===== src/clock_fanout_pkg.sv =====
// ---------------------------------------------------------------
// Shared constants for the gated clock fanout
// ---------------------------------------------------------------
package clock_fanout_pkg;

  // Pin input conditioning
  localparam int unsigned SYNC_STAGES      = 3;
  localparam logic        OPEN_PIN_LEVEL   = 1'b1;

  // Fanout shape
  localparam int unsigned FANOUT_COUNT     = 4;

  // Pin index in the conditioned input vector
  localparam int unsigned PIN_INPUT_A      = 0;
  localparam int unsigned PIN_INPUT_B      = 1;
  localparam int unsigned PIN_SELECT       = 2;
  localparam int unsigned PIN_GATE         = 3;
  localparam int unsigned PIN_COUNT        = 4;

  // Reset values of the gating state
  localparam logic        GATE_RESET       = 1'b1;
  localparam logic        SELECTED_RESET   = 1'b1;

endpackage : clock_fanout_pkg


===== src/pin_conditioner.sv =====
`timescale 1ns/1ps
// ---------------------------------------------------------------
// Three-stage pin synchroniser with agreement filter
// ---------------------------------------------------------------
module pin_conditioner
  import clock_fanout_pkg::*;
(
  input  wire logic i_ref_clk,
  input  wire logic i_rst,
  input  wire logic i_pin,
  output logic      o_level
);

  typedef struct packed {
    logic stage1;
    logic stage2;
    logic stage3;
    logic level;
  } cond_state_t;

  cond_state_t state;
  cond_state_t next_state;

  // ---------------------------------------------------------------
  // Next state
  // ---------------------------------------------------------------
  // Stage one feeds only stage two; filter looks at two and three
  always_comb
  begin
    next_state        = state;
    next_state.stage1 = i_pin;
    next_state.stage2 = state.stage1;
    next_state.stage3 = state.stage2;
    if (state.stage2 == state.stage3)
    begin
      next_state.level = state.stage3;
    end
  end

  // Open pins idle high, so reset to high as well
  always_ff @(posedge i_ref_clk or posedge i_rst)
  begin
    if (i_rst)
    begin
      state <= '{OPEN_PIN_LEVEL, OPEN_PIN_LEVEL, OPEN_PIN_LEVEL, OPEN_PIN_LEVEL};
    end
    else
    begin
      state <= next_state;
    end
  end

  assign o_level = state.level;

endmodule : pin_conditioner


===== src/clock_mux_gated_fanout.sv =====
`timescale 1ns/1ps
// Function
// [RQ1] Select high picks input a, else b
// [RQ2] Disable forces outputs at next falling edge
// [RQ3] Gate latched only on selected falling edges
// [RQ4] Enabled: four true copies, four inverted
// [RQ5] Open gate pin reads as enabled
// [RQ6] Open select or data pin reads high
// [RQ7] Disabled complement outputs held high
module clock_mux_gated_fanout
  import clock_fanout_pkg::*;
#(
  parameter int unsigned WIDTH = FANOUT_COUNT
)
(
  input  wire logic             i_ref_clk,
  input  wire logic             i_rst,
  input  wire logic             i_clock_input_a,
  input  wire logic             i_clock_input_b,
  input  wire logic             i_select,
  input  wire logic             i_gate,
  input  wire logic [PIN_COUNT-1:0] i_pin_open,
  output logic [WIDTH-1:0]      o_true_outputs,
  output logic [WIDTH-1:0]      o_complement_outputs
);

  // ---------------------------------------------------------------
  // Elaboration checks
  // ---------------------------------------------------------------
  // The fanout must have at least one output pair to drive
  if (WIDTH < 1)
  begin : g_width_check
    $error("clock_mux_gated_fanout: WIDTH must be at least one");
  end

  // The pin vector must hold all four conditioned pins
  if (PIN_COUNT < 4)
  begin : g_pin_count_check
    $error("clock_mux_gated_fanout: PIN_COUNT must be at least four");
  end

  // Every pin index must land inside the pin vector
  if ((PIN_INPUT_A >= PIN_COUNT) || (PIN_INPUT_B >= PIN_COUNT) ||
      (PIN_SELECT >= PIN_COUNT) || (PIN_GATE >= PIN_COUNT))
  begin : g_pin_range_check
    $error("clock_mux_gated_fanout: pin index outside the pin vector");
  end

  // Each conditioned pin needs a slot of its own
  if ((PIN_INPUT_A == PIN_INPUT_B) || (PIN_INPUT_A == PIN_SELECT) ||
      (PIN_INPUT_A == PIN_GATE) || (PIN_INPUT_B == PIN_SELECT) ||
      (PIN_INPUT_B == PIN_GATE) || (PIN_SELECT == PIN_GATE))
  begin : g_pin_index_check
    $error("clock_mux_gated_fanout: pin indices must be distinct");
  end

  // The conditioner is built for exactly three stages
  if (SYNC_STAGES != 3)
  begin : g_sync_check
    $error("clock_mux_gated_fanout: SYNC_STAGES must be three");
  end

  // ---------------------------------------------------------------
  // Helper functions
  // ---------------------------------------------------------------
  // An unconnected pin sits at its pull-up level, otherwise the
  // driven level counts; applied to every pin, hence a function
  function automatic logic resolve_pin
  (
    input logic is_open,
    input logic driven
  );
    logic level;
    level = is_open ? OPEN_PIN_LEVEL : driven;
    return level;
  endfunction : resolve_pin

  // Two-way selection between the conditioned data inputs
  function automatic logic pick_input
  (
    input logic sel,
    input logic in_a,
    input logic in_b
  );
    logic picked;
    picked = sel ? in_a : in_b;
    return picked;
  endfunction : pick_input

  typedef struct packed {
    logic             gate_latch;
    logic             prev_selected;
    logic [WIDTH-1:0] true_outputs;
    logic [WIDTH-1:0] complement_outputs;
  } fanout_state_t;

  fanout_state_t        state;
  fanout_state_t        next_state;
  logic [PIN_COUNT-1:0] pin_raw;
  logic [PIN_COUNT-1:0] pin_level;
  logic                 selected;

  // ---------------------------------------------------------------
  // Pin resolution and conditioning
  // ---------------------------------------------------------------
  // An open pin is pulled up before it reaches the synchroniser
  always_comb
  begin
    pin_raw              = '0;
    pin_raw[PIN_INPUT_A] = resolve_pin(i_pin_open[PIN_INPUT_A], i_clock_input_a); // [RQ6]
    pin_raw[PIN_INPUT_B] = resolve_pin(i_pin_open[PIN_INPUT_B], i_clock_input_b); // [RQ6]
    pin_raw[PIN_SELECT]  = resolve_pin(i_pin_open[PIN_SELECT], i_select);         // [RQ6]
    pin_raw[PIN_GATE]    = resolve_pin(i_pin_open[PIN_GATE], i_gate);             // [RQ5]
  end

  // Resolving before the synchroniser keeps an open pin from ever
  // showing a stray level inside the clock domain

  // Every pin comes from outside the clock domain
  for (genvar p = 0; p < PIN_COUNT; p++)
  begin : g_pins
    pin_conditioner u_cond
    (
      .i_ref_clk (i_ref_clk),
      .i_rst     (i_rst),
      .i_pin     (pin_raw[p]),
      .o_level   (pin_level[p])
    );
  end

  // ---------------------------------------------------------------
  // Mux, enable latch and fanout
  // ---------------------------------------------------------------
  // Two-way input selection; every pin has the same delay, so the
  // mux after the synchronisers matches a mux in front of them
  assign selected = pick_input(pin_level[PIN_SELECT],
                               pin_level[PIN_INPUT_A],
                               pin_level[PIN_INPUT_B]); // [RQ1]

  logic selected_fell;
  logic latch_value;

  // A falling edge of the selected signal is the only moment at
  // which the enable may change; a select change counts only when the selected level drops
  assign selected_fell = state.prev_selected & ~selected; // [RQ3]

  // The gate level is latched and used in the same update, so the
  // outputs stop at the very falling edge and no runt pulse escapes
  assign latch_value = selected_fell ? pin_level[PIN_GATE]
                                     : state.gate_latch; // [RQ3]

  // Latching only on falling edges avoids truncated output pulses
  always_comb
  begin
    next_state               = state;
    next_state.prev_selected = selected;
    next_state.gate_latch    = latch_value; // [RQ3]
    if (latch_value)
    begin
      next_state.true_outputs = {WIDTH{selected}}; // [RQ4]
    end
    else
    begin
      next_state.true_outputs = '0; // [RQ2]
    end
    next_state.complement_outputs = ~next_state.true_outputs; // [RQ4] [RQ7]
  end

  // Reset state matches all pins open: enabled, input high
  always_ff @(posedge i_ref_clk or posedge i_rst)
  begin
    if (i_rst)
    begin
      state <= '{GATE_RESET, SELECTED_RESET, {WIDTH{1'b1}}, {WIDTH{1'b0}}};
    end
    else
    begin
      state <= next_state;
    end
  end

  // ---------------------------------------------------------------
  // Outputs
  // ---------------------------------------------------------------
  // Both output sets come straight from the state register; the
  // cost is one clock of latency on top of the three-stage input
  // conditioning and its filter register, five clocks from a settled pin to the outputs.
  // Pulses shorter than two clocks on a pin may be filtered away,
  // so the fanout only follows inputs well below the clock rate.
  assign o_true_outputs       = state.true_outputs;       // [RQ4]
  assign o_complement_outputs = state.complement_outputs; // [RQ7]

endmodule : clock_mux_gated_fanout


===== config.mk =====
export PLATFORM = sky130hd
export DESIGN_NAME = clock_mux_gated_fanout
export DESIGN_NICKNAME = d
export VERILOG_FILES = /design/src/clock_fanout_pkg.sv /design/src/pin_conditioner.sv /design/src/clock_mux_gated_fanout.sv
export SDC_FILE = /design/constraint.sdc
export NUM_CORES = 1
export LEC_CHECK = 0
export ABC_AREA = 1
export CAP_MARGIN = 20
export CORE_AREA = 3 3 40 42
export CTS_CLUSTER_DIAMETER = 120
export DETAILED_ROUTE_END_ITERATION = 10
export DIE_AREA = 0 0 43 45
export DONT_BUFFER_PORTS = 1
export PLACE_DENSITY_LB_ADDON = 0.3
export SLEW_MARGIN = 20
export SYNTH_ARGS = -nofsm -noshare
export SYNTH_HDL_FRONTEND = slang
export SYNTH_SLANG_ARGS = --single-unit

===== constraint.sdc =====
create_clock -name i_ref_clk -period 1.2 [get_ports i_ref_clk]
set_input_delay 0.3 -clock i_ref_clk [delete_from_list [all_inputs] [get_ports i_ref_clk]]
set_output_delay 0.3 -clock i_ref_clk [all_outputs]
set_load 0.03 [all_outputs]

Yosys cells after proc, flatten, opt, wreduce, memory -nomap -nowiden
Index checks and enable logic that the tools add are counted.
- bits in registers: 26
- output and inout port bits: 8
- eq/ne operators: 4
- muxes and demuxes: 7
- bitwise operators: 3
- operators by type and width (kind ; count):
    1-bit two-way mux ; 6
    1-bit == test ; 4
    4-bit two-way mux ; 1
    4-bit inverter ; 1
    1-bit AND ; 1
    1-bit inverter ; 1

Longest topological paths before layout
- word-level depth: 6
- gate-level depth with buffers: 6

Modules after synthesis
From an unflattened synthesis, not the netlist that was laid out.
- cell total of the unflattened synthesis: 67
- area, all modules: 765.7 µm²
- modules (own cells, without submodules) (module ; times used ; cells an instance ; area each (µm²) ; seq. area each (µm²)):
    pin_conditioner ; 4 ; 9 ; 125.1 ; 105.1
    clock_mux_gated_fanout ; 1 ; 31 ; 265.3 ; 103.8

Worst setup path after synthesis
OpenSTA, ideal clock, no wires.
- kind: reg2out
- start: register, netlist name o_true_outputs[2]
- end: output port o_true_outputs[0]
- data arrival time: 676 ps
- data required time: 900 ps
- setup slack: 224 ps
- cell stages (with the launch flop): 2
- path through: dfstp_2 buf_4
- RTL lines (what ; RTL line ; RTL):
    end: declaration ; clock_mux_gated_fanout.sv:23 ; output logic [WIDTH-1:0] o_true_outputs,

==> results.py <==
metrics = {
    "timing": {
        "min_period_ns": 1.32,
        "setup_tns_ns": -0.492,
        "finalSetupViolCount": 4,
        "max_freq_ghz": 0.756,
        "hold_viol_final": 0,
        "post-route-period-util_pct": 110,
        "finalMaxSlewViolations": 0,
        "max_slew_margin_pct": 85.0,
        "grt_setup_unrepaired": "yes",
        "layout_setup_ws_ns": -0.123,
        "worstMarginPinSlew_ns": 0.225,
        "fin_worst_skew_ns": 0.00191,
    },
    "routing": {
        "viasPerCell": 4.76,
        "drtIter0Drc": 2,
        "drc": 0,
        "wirelength_um": 778,
        "vias": 314,
        "first_pass_iters": 2,
        "antenna_left": 0,
        "wl_per_cell_um": 11.8,
    },
    "place": {
        "dp_cells": 61,
        "io_buffers": 0,
        "gp_congestion": 0.619,
        "hpwl_um": 585,
        "pre_cts_slack_ns": 0.187,
    },
    "worst_setup_path": {
        "cpMaxStageDelayCell": "dfstp_2",
        "worstPathCellList": "buf_12",
        "crit_fanout": 4,
        "crit_type": "flop to output port",
        "critPathRequiredTime_ns": 0.90,
        "r2r_start": "g_pins[2].u_cond.o_level$_DFFE_PP1N_",
        "end_kind": "output port",
        "regToRegSetupSlack_ns": 0.18,
        "rr_worst_depth": 4,
        "cp.depth": 1,
        "cp-start-kind": "flop",
        "crit_start": "o_true_outputs[2]$_DFF_PP1_",
        "crit_end": "o_true_outputs[0]",
        "critPathTopFamily": "flip-flops",
        "critPathMaxStageDelay_ns": 0.55,
        "crit_buf_inv": 1,
        "reg2reg_to": "o_true_outputs[2]$_DFF_PP1_",
        "arrival_ns": 1.02,
    },
    "die": {
        "dieWidth_um": 43,
        "die_h_um": 45,
        "rows": 13,
        "core_area_um2": 1280,
        "io_pins": 18,
        "dieArea_um2": 1940,
        "start_util_pct": 56.5,
    },
    "grt": {
        "grt_pass1_wl_um": 1370,
        "grt_max_degree": 21,
        "grt_use_total_pct": 10.2,
        "antenna_found_initial": 0,
        "grt.overflow.total": 0,
        "grt_pass1_vias": 321,
    },
    "cts": {
        "clk_path_buf_depth": 2,
        "numCtsBuffers": 3,
        "cts_tree": "built",
        "clk_latency_ns": 0.29,
        "cts_setup_buffers": 0,
        "clkTransAtPathRegs_ns": 0.10,
        "ctsHtreeMaxLevel": 1,
        "cts_resized": 0,
        "clock_sinks": 20,
        "clk_root_buffer_cell": "clkbuf_4",
    },
    "logic_synthesis": {
        "synth_cell_types": 12,
        "synth-seq-cells": 20,
        "syn_inst": 51,
        "yosysSeqAreaShare_pct": 72.2,
        "avgSynthCellArea_um2": 14.2,
        "synth_area_um2": 726,
        "yosysWarnings": 0,
        "synthesis.nets": 61,
    },
    "cells_and_area": {
        "final_nets": 62,
        "area_delta_synth_final_pct": 7.24,
        "final_cells": 66,
        "final_layout_size_suffix_gt1_share_pct": 68.6,
        "num_antenna_cells": 0,
        "fillerInstances": 101,
    },
    "pwr": {
        "p_int_mw": 1.03,
        "leakagePower_nw": 0.346,
        "finalPower_mw": 1.42,
        "power.switching_mw": 0.393,
        "p_per_area_nw_per_um2": 1830,
        "clockPowerShare_pct": 25.5,
        "p_comb_share_pct": 19.2,
        "swShare_pct": 27.6,
        "p_seq_share_pct": 55.3,
        "ir_drop_v": 0.000882,
    },
    "worst_hold_path": {
        "whs_path_depth": 1,
        "hp-class": "input port to flop",
        "min_from": "i_clock_input_b",
    },
    "run_status": {
        "violations": "negative setup slack",
        "outcome": "finished with violations",
    },
    "run": {
        "drv_cap": 0,
    },
}
-- power by group through the flow --
stage / Clock, mW / Combinational, mW / Sequential [mW]
final: 0.364 / 0.273 / 0.786
after CTS: 0.385 / 0.277 / 0.788
after floorplan: 0 / 0.274 / 0.793
after detailed placement: 0 / 0.275 / 0.798
after global routing: 0.416 / 0.291 / 0.792
after global placement: 0 / 0.270 / 0.796
-- logic make-up after synthesis --
| group | after synthesis | share of synthesized area (%) |
|---|---|---|
| AND/OR/NAND/NOR | 13 | 10.9 |
| adder cells (fa/ha/maj) | 4 | 5.52 |
| flip-flops | 20 | 72.2 |
| buffers and inverters | 14 | 11.4 |
-- layer usage --
metal  global-route usage [%]  wire length [um]
met2                     16.5               392
met4                     9.64                 0
met5                        0                 0
met1                     11.1               318
met3                     2.39                68
-- flip-flops by register name (all words and copies together) (netlist names), named ones only --
register / cells
g_pins.u_cond.o_level: 4
g_pins.u_cond.state: 4
o_complement_outputs: 1
o_true_outputs: 1
state: 1
g_pins.u_cond.next_state: 8
-- layout by cell type (no fill, tap or decap) --
master and count:
inv_1 6, nand2_1 2, dfstp_2 19, clkbuf_4 3, nand4_1 1, dfrtp_1 1
or2_2 4, maj3_1 4, buf_4 1, nand2_2 3, nand3_2 1, dlygate4sd3_1 1
buf_12 2, nand3_1 1, clkbuf_8 1, nor2_2 1
-- timing repair --
action / in CTS / in global routing
setup endpoints to repair: 4 / 8
hold endpoints to repair: 1 / 0
hold buffers: 1 / 0
-- final cells by class --
type	instances	area, um2	area share [%]
well taps	15	18.8	2.41
multi-input cells	17	119	15.3
repair buffers	4	57.6	7.40
clock buffers	4	36.3	4.66
inverters	6	22.5	2.89
flip-flops and latches	20	524	67.4
-- synthesized netlist by cell type --
| cell type | instances | area, um2 |
|---|---|---|
| dfstp_2 | 19 | 499 |
| nand2_1 | 2 | 7.51 |
| inv_1 | 6 | 22.5 |
| nand4_1 | 1 | 6.26 |
| nand2_2 | 3 | 18.8 |
| or2_2 | 4 | 25.0 |
| buf_4 | 8 | 60.1 |
| nand3_2 | 1 | 10.0 |
| nor2_2 | 1 | 6.26 |
| nand3_1 | 1 | 5.00 |
| maj3_1 | 4 | 40.0 |
| dfrtp_1 | 1 | 25.0 |
-- through the flow --
stage,utilization [%],instance area [um2],hold WS [ns]
4_1_cts,60.6,778,0.102
5_1_grt,60.6,778,0.0936
3_5_place_dp,57.0,732,0.224
2_1_floorplan,-,726,0.250
6_report,60.6,778,0.116
3_3_place_gp,57.0,732,0.214
-- how the worst min path moves through the flow --
| stage | to | slack, ns |
|---|---|---|
| after floorplan | o_complement_outputs[2]$_DFF_PP0_ | 0.25 |
| after global placement | o_complement_outputs[2]$_DFF_PP0_ | 0.21 |
| after detailed placement | o_complement_outputs[2]$_DFF_PP0_ | 0.22 |
| after CTS | g_pins[1].u_cond.next_state[2]$_DFF_PP1_ | 0.10 |
| after global routing | g_pins[2].u_cond.next_state[2]$_DFF_PP1_ | 0.09 |
| final | g_pins[1].u_cond.next_state[2]$_DFF_PP1_ | 0.12 |
No activity file was read; power rests on OpenSTA's default activity.
